**src/rtl/bis_pkg.sv**
```systemverilog
// Purpose: shared constants and types for the burner input supervisor
// Assumes: mclk at 25 MHz, contact inputs already synchronous
// Notes: long counts are also module parameters so simulation can shorten them
package bis_pkg;
    localparam int unsigned CLK_HZ = 25_000_000;
    localparam int unsigned SAMPLE_MS = 150;
    localparam int unsigned SAMPLE_CYC = SAMPLE_MS * (CLK_HZ / 1000);
    localparam int unsigned RST_MIN_MS = 1000;
    localparam int unsigned RST_MAX_MS = 3000;
    localparam int unsigned RST_MIN_CYC = RST_MIN_MS * (CLK_HZ / 1000);
    localparam int unsigned RST_MAX_CYC = RST_MAX_MS * (CLK_HZ / 1000);
    localparam int unsigned RUN_LIMIT_H = 24;
    localparam longint unsigned RUN_LIMIT_CYC = longint'(RUN_LIMIT_H) * 3600 * CLK_HZ;
    localparam int unsigned STEP_CYC = 16;
    localparam logic [7:0] LOC_NONE = 8'h00;
    localparam logic [7:0] LOC_WELD = 8'h0A;
    localparam logic [7:0] LOC_LOOP = 8'h16;
    localparam logic [7:0] LOC_CFG = 8'h3C;
    localparam logic [7:0] LOC_ANA = 8'h3D;
    localparam logic [1:0] COMB_STEP = 2'h0;
    localparam logic [1:0] COMB_NOFUNC = 2'h1;
    localparam logic [2:0] ANA_420_LOCK = 3'h4;

    typedef enum logic [4:0] {
        ST_STANDBY = 5'b0_0001,
        ST_STARTUP = 5'b0_0010,
        ST_OPERATE = 5'b0_0100,
        ST_SHUTDOWN = 5'b0_1000,
        ST_LOCKOUT = 5'b1_0000
    } bis_state_t;

    typedef struct packed {
        logic heatReq;
        logic loadClosed;
        logic loadOpen;
    } bis_contacts_t;

    typedef struct packed {
        logic intermitEn;
        logic purgeHigh;
        logic actuatorOn;
        logic [1:0] combMode;
        logic [2:0] analogSel;
    } bis_cfg_t;

    typedef struct packed {
        logic fuelValve;
        logic fan;
        logic ignition;
        logic loopSupply;
        logic alarm;
        logic driveLow;
        logic driveHigh;
    } bis_outs_t;
endpackage

```
**src/rtl/bis_vote_filter.sv**
```systemverilog
// Purpose: 2-out-of-3 majority filter for contact inputs, one sample per tick
// Assumes: tick is a one-cycle pulse every sampling period
// Notes: accepted level changes only when two of the newest three samples agree
`timescale 1ns/1ps
module bis_vote_filter #(
    parameter int W = 3
) (
    input wire logic mclk, // clock
    input wire logic rst_b, // sync reset, active low
    input wire logic tick, // sample strobe
    input wire logic [W-1:0] raw, // unfiltered contacts
    output logic [W-1:0] filt // accepted levels
);
    typedef struct packed {
        logic [W-1:0] s0;
        logic [W-1:0] s1;
        logic [W-1:0] f;
    } bis_vf_state_t;
    bis_vf_state_t st_q, st_d;

    always_comb begin
        st_d = st_q;
        if (tick) begin
            st_d.s1 = st_q.s0;
            st_d.s0 = raw;
            // majority of newest three samples
            st_d.f = (raw & st_q.s0) | (raw & st_q.s1) | (st_q.s0 & st_q.s1);
        end
    end

    always_ff @(posedge mclk) begin
        if (!rst_b) begin
            st_q <= '0;
        end else begin
            st_q <= st_d;
        end
    end

    assign filt = st_q.f;
endmodule

```
**src/rtl/bis_supervisor.sv**
```systemverilog
// Purpose: burner contact supervision, actuator steering, safety loop and lockout
// Assumes: inputs synchronous to mclk; safetyLoopOk high while loop closed
// Notes: flame supervision and the full program sequence live elsewhere
`timescale 1ns/1ps
// Function
// - load and heat contacts accepted when two of the newest three samples agree
// - accepted heat request starts the burner startup
// - heat request gone: run shutdown then rest in standby
// - load contacts only obeyed in operating phase
// - load closed drives actuator toward low fire
// - load open drives actuator toward high fire
// - no load input, no drive, actuator holds position
// - open safety loop cuts fuel valve, fan, ignition at the next clock edge
// - open loop during heat request locks out with code 22
// - loop supply only with heat request, off in lockout
// - alarm output on while locked out
// - welded relay lockout code 10 keeps alarm off
// - reset press held over 1 s and under 3 s clears lockout, except welded relay code 10
// - setting enables controlled shutdown after 24 hours running
// - prepurge setting picks low-fire or high-fire actuator position
// - combustion control setting 1 forces lockout
// - 4-20 mA below 4 mA in operating phase locks out only with locking choice
module bis_supervisor #(
    parameter int unsigned SAMPLE_CYC = bis_pkg::SAMPLE_CYC,
    parameter int unsigned RST_MIN_CYC = bis_pkg::RST_MIN_CYC,
    parameter int unsigned RST_MAX_CYC = bis_pkg::RST_MAX_CYC,
    parameter longint unsigned RUN_LIMIT_CYC = bis_pkg::RUN_LIMIT_CYC,
    parameter int unsigned STARTUP_CYC = 64, // stand-in for purge and ignition
    parameter int unsigned SHUTDOWN_CYC = 64 // stand-in for postpurge
) (
    input wire logic mclk, // 25 MHz clock
    input wire logic rst_b, // sync reset, active low
    input wire bis_pkg::bis_contacts_t contacts, // raw heat and load contacts
    input wire logic safetyLoopOk, // safety loop closed
    input wire logic resetBtn, // remote lockout reset button
    input wire logic relayWeldFault, // welded output relay detected
    input wire logic analogLow, // analog current under 4 mA
    input wire bis_pkg::bis_cfg_t cfg, // configuration settings
    output bis_pkg::bis_outs_t outs, // registered output drives
    output bis_pkg::bis_state_t phase, // current phase
    output logic [7:0] lockCode // recorded lockout code
);
    localparam int unsigned LCW = 42; // 24 h of 25 MHz cycles needs 41 bits

    typedef struct packed {
        bis_pkg::bis_state_t st;
        logic [31:0] tickCnt;
        logic tick;
        logic [31:0] seqCnt;
        logic [LCW-1:0] runCnt;
        logic [31:0] pressCnt;
        logic btnPrev;
        logic [7:0] code;
        bis_pkg::bis_outs_t o;
    } bis_sup_state_t;

    bis_sup_state_t s_q, s_d;
    bis_pkg::bis_contacts_t filt;

    bis_vote_filter #(.W(3)) u_filter (
        .mclk(mclk),
        .rst_b(rst_b),
        .tick(s_q.tick),
        .raw(contacts),
        .filt(filt)
    );

    function automatic logic pressValid(input logic [31:0] n);
        pressValid = (n > RST_MIN_CYC[31:0]) && (n < RST_MAX_CYC[31:0]);
    endfunction

    always_comb begin
        s_d = s_q;
        s_d.btnPrev = resetBtn;
        // sampling strobe
        s_d.tick = 1'b0;
        if (s_q.tickCnt >= SAMPLE_CYC[31:0] - 32'h0000_0001) begin
            s_d.tickCnt = '0;
            s_d.tick = 1'b1;
        end else begin
            s_d.tickCnt = s_q.tickCnt + 32'h0000_0001;
        end
        // count reset press length, saturating just past the maximum
        if (resetBtn) begin
            if (s_q.pressCnt <= RST_MAX_CYC[31:0]) begin
                s_d.pressCnt = s_q.pressCnt + 32'h0000_0001;
            end
        end else begin
            s_d.pressCnt = '0;
        end
        if (s_q.seqCnt != '0) begin
            s_d.seqCnt = s_q.seqCnt - 32'h0000_0001;
        end

        case (s_q.st)
            bis_pkg::ST_STANDBY: begin
                s_d.runCnt = '0;
                if (filt.heatReq) begin
                    s_d.st = bis_pkg::ST_STARTUP;
                    s_d.seqCnt = STARTUP_CYC[31:0];
                end
            end
            bis_pkg::ST_STARTUP: begin
                if (!filt.heatReq) begin
                    s_d.st = bis_pkg::ST_SHUTDOWN;
                    s_d.seqCnt = SHUTDOWN_CYC[31:0];
                end else if (s_q.seqCnt == '0) begin
                    s_d.st = bis_pkg::ST_OPERATE;
                end
            end
            bis_pkg::ST_OPERATE: begin
                // saturate so a long run never wraps back under the limit
                if (s_q.runCnt < RUN_LIMIT_CYC[LCW-1:0]) begin
                    s_d.runCnt = s_q.runCnt + {{(LCW-1){1'b0}}, 1'b1};
                end
                // controlled intermittent shutdown after continuous run
                if (!filt.heatReq || (cfg.intermitEn &&
                    s_q.runCnt >= RUN_LIMIT_CYC[LCW-1:0])) begin
                    s_d.st = bis_pkg::ST_SHUTDOWN;
                    s_d.seqCnt = SHUTDOWN_CYC[31:0];
                end
            end
            bis_pkg::ST_SHUTDOWN: begin
                if (s_q.seqCnt == '0) begin
                    s_d.st = bis_pkg::ST_STANDBY;
                end
            end
            bis_pkg::ST_LOCKOUT: begin
                // release on button let go after a valid hold; welded relay stays
                if (!resetBtn && s_q.btnPrev && pressValid(s_q.pressCnt) &&
                    s_q.code != bis_pkg::LOC_WELD && !relayWeldFault &&
                    cfg.combMode != bis_pkg::COMB_NOFUNC) begin
                    s_d.st = bis_pkg::ST_STANDBY;
                    s_d.code = bis_pkg::LOC_NONE;
                end
            end
            default: begin
                s_d.st = bis_pkg::ST_LOCKOUT;
            end
        endcase

        // lockout causes, weld and bad setting take priority over loop
        if (s_q.st != bis_pkg::ST_LOCKOUT) begin
            if (relayWeldFault) begin
                s_d.st = bis_pkg::ST_LOCKOUT;
                s_d.code = bis_pkg::LOC_WELD;
            end else if (cfg.combMode == bis_pkg::COMB_NOFUNC) begin
                s_d.st = bis_pkg::ST_LOCKOUT;
                s_d.code = bis_pkg::LOC_CFG;
            end else if (filt.heatReq && !safetyLoopOk) begin
                s_d.st = bis_pkg::ST_LOCKOUT;
                s_d.code = bis_pkg::LOC_LOOP;
            end else if (analogLow && cfg.analogSel == bis_pkg::ANA_420_LOCK &&
                         s_q.st == bis_pkg::ST_OPERATE) begin
                s_d.st = bis_pkg::ST_LOCKOUT;
                s_d.code = bis_pkg::LOC_ANA;
            end
        end

        // output drives from the next phase
        s_d.o = '0;
        s_d.o.loopSupply = filt.heatReq && s_d.st != bis_pkg::ST_LOCKOUT;
        s_d.o.alarm = s_d.st == bis_pkg::ST_LOCKOUT && s_d.code != bis_pkg::LOC_WELD;
        if (safetyLoopOk) begin
            s_d.o.fan = s_d.st == bis_pkg::ST_STARTUP || s_d.st == bis_pkg::ST_OPERATE ||
                        s_d.st == bis_pkg::ST_SHUTDOWN;
            s_d.o.fuelValve = s_d.st == bis_pkg::ST_OPERATE;
            // next count: standby leaves the old one at zero, which would light early
            s_d.o.ignition = s_d.st == bis_pkg::ST_STARTUP &&
                             s_d.seqCnt < (STARTUP_CYC[31:0] >> 1);
        end
        if (s_d.st == bis_pkg::ST_OPERATE && cfg.actuatorOn) begin
            s_d.o.driveLow = filt.loadClosed && !filt.loadOpen;
            s_d.o.driveHigh = filt.loadOpen && !filt.loadClosed;
        end else if (s_d.st == bis_pkg::ST_STARTUP && cfg.actuatorOn) begin
            // prepurge position
            s_d.o.driveHigh = cfg.purgeHigh;
            s_d.o.driveLow = !cfg.purgeHigh;
        end
    end

    always_ff @(posedge mclk) begin
        if (!rst_b) begin
            s_q <= '{st: bis_pkg::ST_STANDBY, default: '0};
        end else begin
            s_q <= s_d;
        end
    end

    assign outs = s_q.o;
    assign phase = s_q.st;
    assign lockCode = s_q.code;
endmodule

```
**config.mk**
```make
export PLATFORM = sky130hd
export DESIGN_NAME = bis_supervisor
export DESIGN_NICKNAME = d
export VERILOG_FILES = /design/src/rtl/bis_pkg.sv /design/src/rtl/bis_vote_filter.sv /design/src/rtl/bis_supervisor.sv
export SDC_FILE = /design/constraint.sdc
export NUM_CORES = 1
export LEC_CHECK = 0
export ABC_AREA = 1
export BUFFER_PORTS_ARGS = -buffer_cell sky130_fd_sc_hd__buf_2
export CAP_MARGIN = 0
export CORE_ASPECT_RATIO = 1.25
export CORE_UTILIZATION = 50
export CTS_BUF_LIST = sky130_fd_sc_hd__clkbuf_8
export DETAILED_ROUTE_END_ITERATION = 10
export HOLD_SLACK_MARGIN = 0.15
export PLACE_DENSITY = 0.69
export RECOVER_POWER = 100
export SYNTH_ARGS = -nofsm -noshare
export SYNTH_HDL_FRONTEND = slang
export SYNTH_SLANG_ARGS = --single-unit
```
**constraint.sdc**
```tcl
create_clock -name mclk -period 2.5 [get_ports mclk]
set_input_delay 0.125 -clock mclk [delete_from_list [all_inputs] [get_ports mclk]]
set_output_delay 0.125 -clock mclk [all_outputs]
set_load 0.02 [all_outputs]
```
== Word-level counts from Yosys, hierarchy flattened ==
Index checks and enable logic that the tools add are counted.

* Register bits: 169
* Latch bits: 0
* RAM bits: 0
* Bits in read-only memories: 0
* Bits of input ports: 17
* Memories kept: 0

* $add $sub $neg: 4
* Multipliers: 0
* Div/mod/pow operators: 0
* $lt $le $gt $ge: 7
* Equal/unequal tests: 17
* Shift operators: 0
* Muxes and demuxes: 29
* Bitwise gates (word level): 6
* Reductions and logical operators: 34

{| class="wikitable"
|+ Operator list
! cell !! number
|-
| $mux 32 || 4
|-
| $pmux 32 s3 || 1
|-
| $pmux 42 s2 || 1
|-
| $add 32x1->32 const B || 2
|-
| $mux 8 || 7
|-
| $mux 5 || 11
|-
| $add 42x1->42 const B || 1
|-
| $ge 42x41->1 const B || 1
|-
| $lt 42x41->1 const B || 1
|-
| $mux 42 || 1
|-
| $ge 32x22->1 const B || 1
|-
| $gt 32x25->1 const B || 1
|-
| $le 32x27->1 const B || 1
|-
| $logic_not 32->1 || 1
|-
| $lt 32x27->1 const B || 1
|-
| $lt 32x6->1 const B || 1
|-
| $reduce_bool 32->1 || 1
|-
| $sub 32x1->32 const B || 1
|-
| $pmux 5 s5 || 1
|-
| $logic_and 1x1->1 || 17
|-
| $ne 8x4->1 const B || 2
|-
| $eq 5x2->1 const B || 2
|-
| $eq 5x3->1 const B || 2
|-
| $eq 5x4->1 const B || 2
|-
| other kinds (17) || 33
|}

== Depth between registers and ports, before layout ==
Gate-level depths: netlist of run 1.

* Word-level depth: 17
* Depth in mapped cells: 19
* Gate-level depth less buffers: 19

== Cells and area by module ==
From an unflattened synthesis of run 1, not the netlist that was laid out.

* Cell total of the unflattened synthesis: 1,427
* Area, all modules: 9,477.8 um^2

{| class="wikitable"
|+ By module, submodules not included
! module !! times used !! cells an instance !! area an instance (um^2) !! sequential area each (um^2)
|-
| bis_supervisor || 1 || 1,371 || 9,076.2 || 3,203.1
|-
| bis_vote_filter || 1 || 56 || 401.6 || 180.2
|}

== Worst setup path before layout of run 1 ==
No wires, ideal clock.

* Path kind: register -> register
* Start point: reg s_q[90] in the netlist's numbering
* End point: reg s_q (netlist bit outs[4])
* Library setup time: 0.070 ns
* Arrival: 1.989 ns
* Slack: 0.442 ns
* Cell stages (with the launch flop): 17
* Buffers on the path: 2
* Clock period less this slack: 2.058 ns
* Path through: dfxtp_1 -> inv_1 -> ha_1 -> buf_4 -> nand2_1 -> nor2_1 -> nand2_1 -> nor2_1 -> nand2_1 -> buf_2 -> nand3_1 -> nand2_1 -> nor3_1 -> nand4_1 -> nor2_1 -> nand4_1 -> a21oi_1

* Cells in the longest elaborated chain, start to end: 11

{| class="wikitable"
|+ RTL lines
! element !! RTL line !! RTL
|-
| start, declared || bis_supervisor.sv:57 || <nowiki>bis_sup_state_t s_q, s_d;</nowiki>
|-
| start signal, assigned || bis_supervisor.sv:184 || <nowiki>s_q <= '{st: bis_pkg::ST_STANDBY, default: '0};</nowiki>
|-
| start signal, assigned || bis_supervisor.sv:186 || <nowiki>s_q <= s_d;</nowiki>
|-
| parallel branches: the longest is 10 deep, another holds $sub 32x1->32 || - ||
|-
| $logic_and 1x1->1 * || bis_supervisor.sv:169 || <nowiki>s_d.o.ignition = s_d.st == bis_pkg::ST_STARTUP &&</nowiki>
|}

Every way passes the cells marked *.
A chain may end at the register's enable or synchronous reset.

== Worst setup path after layout of run 1 ==
* Start point: reg s_q[24] in the netlist's numbering
* End point: reg s_q[27] in the netlist's numbering

* Cells in the longest elaborated chain, start to end: 1

{| class="wikitable"
|+ RTL lines
! element !! RTL line
|-
| $add 32x1->32 or $le 32x27->1 (tied branches) || bis_supervisor.sv:86, bis_supervisor.sv:85
|}

Several ways; a longest one is shown, not always the timed one.

==> impl_summary.txt, run 1 <==
----------------------------------------------------
[Run status]
  Status ... complete, no violations

[Routing]
  Total wirelength of the detailed-routed design ... about 22 mm
  Routed length per instance ... 13.6 um
  Antenna Violating Nets Remaining ... 0
  Total DRC errors in the routed layout ... 0
  Drt first-iter violations ... between 400 and 500
  Vias post-DR ... between 8000 and 9000
  Average via count per standard cell ... 5.24
  First-pass iteration count of the detailed router ... 5

[Setup path]
  Critical Path AT ... about 2700 ps
  Worst Path Class, Setup ... flip-flop to flip-flop
  Element type at the critical path end ... flip-flop
  Data required time at the worst endpoint ... 2870 ps
  Delay of the slowest cell on the worst path ... roughly 380 ps
  Cell chain of the critical path ... nor3_1, nand3_1, nor4_1, nand2_1, nand2_1, nand2_4, nor2_4, nand2_1, nor2_2, nand3_1, nand2_1, nor2_1
  Slowest CP cell ... dfxtp_1
  Max FO, Critical Path ... 7
  Critical path launch point type ... flip-flop
  Library cell appearing most often on the critical path ... nand2_1

[Power]
  Peak supply drop ... 0.385 mV
  Power density cells ... around 730 nW/um^2
  Total leakage power ... between 3 and 4 nW
  Total power after layout ... 7.08 mW

[Logic synthesis]
  Synth area leader ... dfxtp_1
  Area share of the largest cell type after synthesis ... 0.380
  Flip-flop and latch count after synthesis ... 169
  Synthesis Warnings ... 0
  Synth area leaders ... dfxtp_1, nand2_1, nor2_1, inv_1, nand3_1
  Most numerous cell in the Yosys netlist ... nand2_1
  Post-Synthesis Cell Area ... 8910 um^2
  Ys flop type ... dfxtp_1
  Most numerous cell types in the synthesized netlist ... nand2_1, nor2_1, dfxtp_1, inv_1, nand3_1
  Share of flip-flops with an asynchronous set or reset ... 0
  Post-synthesis share of cell area spent on xor and xnor gates ... 0.0334
  Compound-gate portion of the synthesized area ... 0.0979
  Multiplexer fraction of the synthesized cell area ... 0
  Cell count after synthesis ... between 1000 and 1500
  Synth Area in Simple Gates ... 0.379
  Synth unique cells ... ~50
  Part of the Yosys area used for sequential elements ... 0.380
  Average footprint of a synthesized cell ... between 6 and 7 um^2
  Number of enable flip-flop cells after synthesis ... 0
  Adder-cell share of the synthesized area ... 0.00843
  Combinational family with the most area after synthesis ... simple AND/OR/NAND/NOR gates

[Final layout]
  Number of antenna cells inserted ... 0
  Nets ... ~1400
  Synthesis-to-finish area growth ... 9.53%
  Share of final-layout standard cells stronger than drive strength 1 ... 0.0718
  Layout fillers ... around 1800

[Timing]
  Layout Skew ... slightly above 9 ps
  Setup_tns ... 0 ps
  Number of failing hold endpoints at the final stage ... 0
  Fin crit period ... roughly 2300 ps
  Worst relative slew slack ... 0.421
  Final Slew Violations ... 0
  Final Setup Violations ... 0
  Unrepaired setup endpoints after global routing ... yes
  Peak Freq ... around 430 MHz
  Ratio of final minimum period to clock period ... 0.933
  Transition at the pin with the smallest max-transition slack ... slightly below 900 ps

[CTS]
  CTS tree ... yes
  Number of clock buffers inserted by TritonCTS ... 17
  Buffer count from post-CTS setup fixing ... 0
  Maximum level of the CTS H-tree ... 4
  Clock latency reported for the late side of the worst-skew pair ... 470 ps
  Clock transition at the registers of the reported paths ... ~100 ps
  Clock Tree Buf Depth ... 2
  Clock root buffer ... clkbuf_8
  CTS Sinks ... 169

[Die]
  Starting utilization of the core area ... 0.511
  Total core area ... roughly 17000 um^2
  Number of top-level design ports ... 37
  Die extent in x ... approximately 120 um
  Die outline height ... approximately 150 um
  Overall die area ... roughly 18000 um^2
  Num rows ... 54

[Global routing]
  Wire length of the first global-routing pass ... approximately 37 mm
  Global-route usage over all layers ... 0.250
  Vias in the first global route ... 8151
  Largest net degree at the start of global routing ... 28
  GRT overflow ... 0
  Antenna violations before repair ... 0

[Place]
  Placed wire-length estimate ... around 17 mm
  Gp weighted congestion ... ~0.95
  # port buffers ... 36

[Worst hold path]
  Worst min-delay path class ... input port to flip-flop

[Run]
  Reported max-cap violation count ... 0

----------------------------------------------------
report_power, final:
part	internal [mW]	switching [mW]
registers	2.85	0.162
clock network	0.762	1.20
logic	0.694	1.41
sequential cells by signal (all words and copies together) (netlist names):
name / flops
lockCode: 8
outs: 7
phase: 5
s_q: 140
u_filter.filt: 3
u_filter.st_q: 6
layout by cell type (no fill, tap or decap), types with 16 or more instances in the layout:
master / n
a21oi_1: 68
buf_2: 16
buf_4: 16
clkbuf_1: 24
clkbuf_8: 17
dfxtp_1: 168
inv_1: 157
nand2_1: 297
nand3_1: 87
nand4_1: 41
nor2_1: 225
nor3_1: 59
nor4_1: 24
o21ai_0: 53
xor2_1: 27
worst paths after layout:
| check | startpoint | end | slack (ps) | cells after the start |
|---|---|---|---|---|
| worst min register to register | s_q[44] | s_q[44] | 430 | 2 |
| worst max-delay path | s_q[24] | s_q[27] | 170 | 12 |
| worst max register to register | s_q[24] | s_q[27] | 170 | 12 |
| worst min-delay path | cfg[7] | s_q[105] | 170 | 6 |
area by class of cell:
class | count | area [um^2] | share of cell area
clock buffers | 17 | 234 | 0.0240
clock inverters | 15 | 174 | 0.0178
inverters | 166 | 623 | 0.0639
multi-input cells | 971 | 4650 | 0.477
flip-flops and latches | 169 | 3380 | 0.347
well taps | 224 | 280 | 0.0287
repair buffers | 69 | 410 | 0.0421
worst max-delay path, delay by kind of cell, from the launching register on:
kind,cells,cell delay (ps)
DFF,1,380
and+or+nand+nor,12,1860
metrics by stage:
step	instance area (um^2)	hold slack, ps	setup slack [ps]	std cells	utilization
2_1_floorplan	8940	260	442	1353	-
3_3_place_gp	9290	366	255	1588	0.533
3_5_place_dp	9290	372	257	1588	0.533
4_1_cts	9810	159	247	1631	0.563
5_1_grt	9750	219	-1.99	1631	0.560
6_report	9750	173	167	1631	0.560
what timing repair did:
item / CTS / global route
hold buffers: 11 / 0
endpoints found under the hold margin: 27 / 0
endpoints found under the setup margin: 0 / 5
gates resized for setup: 0 / 3
cells by family (layout without fill, tap and decap cells):
| group | Yosys count | count (layout) |
|---|---|---|
| AND/OR/NAND/NOR | 766 | 766 |
| AO/OA/AOI/OAI | 155 | 155 |
| XOR/XNOR | 34 | 34 |
| buffers and inverters | 213 | 267 |
| flip-flops | 169 | 169 |
| adder cells (fa/ha/maj) | 6 | 6 |
| other | 1 | 10 |
routing by layer:
| metal | track usage | routed length (um) | vias to the layer above |
|---|---|---|---|
| met2 | 0.441 | 10800 | 207 |
| met1 | 0.292 | 9710 | 3848 |
| li1 | - | - | 4450 |
| met4 | 0.107 | 620 | 0 |
| met5 | 0 | 0 | - |
| met3 | 0.0486 | 990 | 45 |
Power figures use the tool's default switching activity.
==> inputs of run 2 (changes only) <==
--- a/config.mk
+++ b/config.mk
@@ -5,7 +5,6 @@
 export SDC_FILE = /design/constraint.sdc
 export NUM_CORES = 1
 export LEC_CHECK = 0
-export ABC_AREA = 1
 export BUFFER_PORTS_ARGS = -buffer_cell sky130_fd_sc_hd__buf_2
 export CAP_MARGIN = 0
 export CORE_ASPECT_RATIO = 1.25
==> impl_summary.txt, run 2 <==
----------------------------------------------------
[Run status]
  Status ... finished with violations
  Violated checks ... setup timing

[Timing]
  Fin crit period ... around 2600 ps
  Final setup margin ... -57.5 ps
  Worst relative slew slack ... 0.0837
  Unrepaired setup endpoints after global routing ... yes
  Number of failing hold endpoints at the final stage ... 0
  Layout Skew ... roughly 11 ps
  Peak Freq ... 391 MHz
  Ratio of final minimum period to clock period ... 1.02
  Transition at the pin with the smallest max-transition slack ... 1370 ps
  Final Slew Violations ... 0
  Final Setup Violations ... 11

[CTS]
  Clock root buffer ... clkbuf_8
  Number of clock buffers inserted by TritonCTS ... 17
  Clock latency reported for the late side of the worst-skew pair ... between 400 and 500 ps
  CTS tree ... yes
  CTS Sinks ... approximately 170
  Clock Tree Buf Depth ... 2
  Maximum level of the CTS H-tree ... 4
  Clock transition at the registers of the reported paths ... around 100 ps

[Routing]
  Vias post-DR ... 7210
  Average via count per standard cell ... approximately 5.5
  Total wirelength of the detailed-routed design ... about 19 mm
  Total DRC errors in the routed layout ... 0
  Antenna Violating Nets Remaining ... 0
  Routed length per instance ... approximately 14 um
  Drt first-iter violations ... between 300 and 400
  First-pass iteration count of the detailed router ... 4

[Setup path]
  Critical Path AT ... between 2000 and 3000 ps
  R2R Path End ... outs[4]
  Length in cells of the worst reg-to-reg path ... 9
  Minimum setup slack among reg-to-reg paths ... -60 ps
  Element type at the critical path end ... flip-flop
  Worst Path Class, Setup ... flip-flop to flip-flop
  Data required time at the worst endpoint ... approximately 2900 ps
  Critical path launch point type ... flip-flop
  Max FO, Critical Path ... 5
  Beginning of the worst register-to-register path ... s_q[103]

[Logic synthesis]
  Area share of the largest cell type after synthesis ... 0.418
  Flip-flop and latch count after synthesis ... 169
  Part of the Yosys area used for sequential elements ... 0.418
  Ys flop type ... dfxtp_1
  Synthesis Warnings ... 0
  Post-Synthesis Cell Area ... 8090 um^2
  Cell count after synthesis ... approximately 960
  Most numerous cell types in the synthesized netlist ... dfxtp_1, nor2_1, nand2_1, o21ai_0, a21oi_1
  Synth unique cells ... just over 70
  Number of enable flip-flop cells after synthesis ... 0
  Share of flip-flops with an asynchronous set or reset ... 0
  Average footprint of a synthesized cell ... 8.47 um^2
  Most numerous cell in the Yosys netlist ... dfxtp_1
  Synth area leaders ... dfxtp_1, nor2_1, o21ai_0, a21oi_1, xor2_1
  Synth area leader ... dfxtp_1

[Die]
  Starting utilization of the core area ... 0.515
  Die outline height ... approximately 140 um
  Total core area ... between 15000 and 20000 um^2
  Num rows ... around 50
  Number of top-level design ports ... 37
  Die extent in x ... 116 um
  Overall die area ... ~17000 um^2

[Final layout]
  Synthesis-to-finish area growth ... 21.1%
  Fin util ... 0.624
  Highest-count cells in the layout ignoring fill and taps ... dfxtp_1, nor2_1, buf_4, nand2_1, o21ai_0
  Top reg by flops ... s_q
  Number of antenna cells inserted ... 0
  Most common library cell in the layout ignoring fill and taps ... dfxtp_1
  Number of flip-flops in the largest register ... 140
  Share of final-layout standard cells stronger than drive strength 1 ... 0.186
  Nets ... approximately 1100

[Place]
  # port buffers ... 36
  Gp weighted congestion ... 0.878
  Placed wire-length estimate ... 12.7 mm
  Post-Place Setup Slack ... -115 ps

[Worst hold path]
  Worst min-delay path endpoint ... lockCode[5]
  Source of the worst hold timing path ... cfg[3]
  Worst min-delay path class ... input port to flip-flop
  Min-Delay Path Depth ... 5

[Global routing]
  GRT overflow ... 0
  Largest net degree at the start of global routing ... 36
  Global-route usage over all layers ... 0.229
  Wire length of the first global-routing pass ... 30.4 mm
  Vias in the first global route ... 6757
  Antenna violations before repair ... 0

[Power]
  Power density cells ... approximately 840 nW/um^2
  Total leakage power ... approximately 3.5 nW
  Peak supply drop ... approximately 0.48 mV
  Total power after layout ... a little over 8 mW

[Run]
  Reported max-cap violation count ... 0

----------------------------------------------------
## run 2: changes by cell type in the layout (fill, tap and decap cells not counted), sizes merged, moves of 23 or more
cell / before / now
or3: 1 / 39
nand4: 41 / 18
nor3: 63 / 23
inv: 171 / 34
nand3: 89 / 34
nand2: 301 / 67
xnor2: 7 / 31
nor2: 230 / 103
buf: 32 / 105
## run 2: metrics by stage
| stage | hold slack [ps] | cell area [um^2] | cells | setup TNS, ps |
|---|---|---|---|---|
| after CTS | 179 | 9540 | 1292 | -66.8 |
| after global routing | 207 | 9790 | 1303 | -4080 |
| after floorplan | 256 | 8150 | 964 | -281 |
| after global placement | 381 | 8970 | 1245 | -260 |
| final | 216 | 9790 | 1303 | -298 |
| after detailed placement | 382 | 8970 | 1245 | -733 |
## run 2: cells by family (layout without fill, tap and decap cells)
| logic type | count (synthesis) | count (layout) | synth area share |
|---|---|---|---|
| DFF | 169 | 169 | 0.418 |
| adders and majority gates | 6 | 6 | 0.00928 |
| AOI/OAI and AO/OA | 202 | 202 | 0.158 |
| buffers and inverters | 81 | 208 | 0.0483 |
| and+or+nand+nor | 421 | 421 | 0.283 |
| muxes | 10 | 10 | 0.0125 |
| xor gates and xnor gates | 65 | 65 | 0.0704 |
| other | 1 | 10 | 0.000464 |
## run 2: timing repair
item | in CTS | in global routing
hold buffers | 14 | 0
pin swaps | 10 | 40
gates cloned | 0 | 4
setup endpoints to repair | 17 | 67
setup buffers | 2 | 7
hold endpoints to repair | 23 | 0
resized for setup | 9 | 71
## run 2: cell type report
cell class              count  area (um^2)
clock buffers              18          248
clock inverters            13          136
fillers                  1463         5900
inverters                  27          101
multi-input cells         714         4620
flip-flops and latches    169         3390
well taps                 212          265
repair buffers            150         1030
## run 2: worst max-delay path by stage
stage	start	to	slack, ps	cells past startpoint
after floorplan	s_q[103]	outs[4]	-220	10
after global placement	s_q[47]	outs[3]	-50	7
after global routing	s_q[103]	outs[4]	-190	8
final	s_q[103]	outs[4]	-60	9
after detailed placement	s_q[47]	lockCode[4]	-120	8
after CTS	s_q[103]	outs[4]	-70	8
## run 2: worst max-delay path, stage by stage (launching register included)
cell and delay (ps):
dfxtp_1 330, or4_4 530, or4b_4 500, buf_4 170, o31ai_4 270, buf_4 190
nor2_1 40, a31oi_1 160, o32a_1 200, nor4_2 50
## run 2: report_power, final
group,switching [mW],internal [mW]
Combinational,1.59,1.55
Clock,1.08,0.841
Sequential,0.215,2.92
## run 2: routing by layer
| layer | routed length (um) | track usage |
|---|---|---|
| met5 | 0 | 0 |
| met4 | 489 | 0.103 |
| met3 | 551 | 0.0419 |
| met2 | 9050 | 0.390 |
| met1 | 8540 | 0.281 |
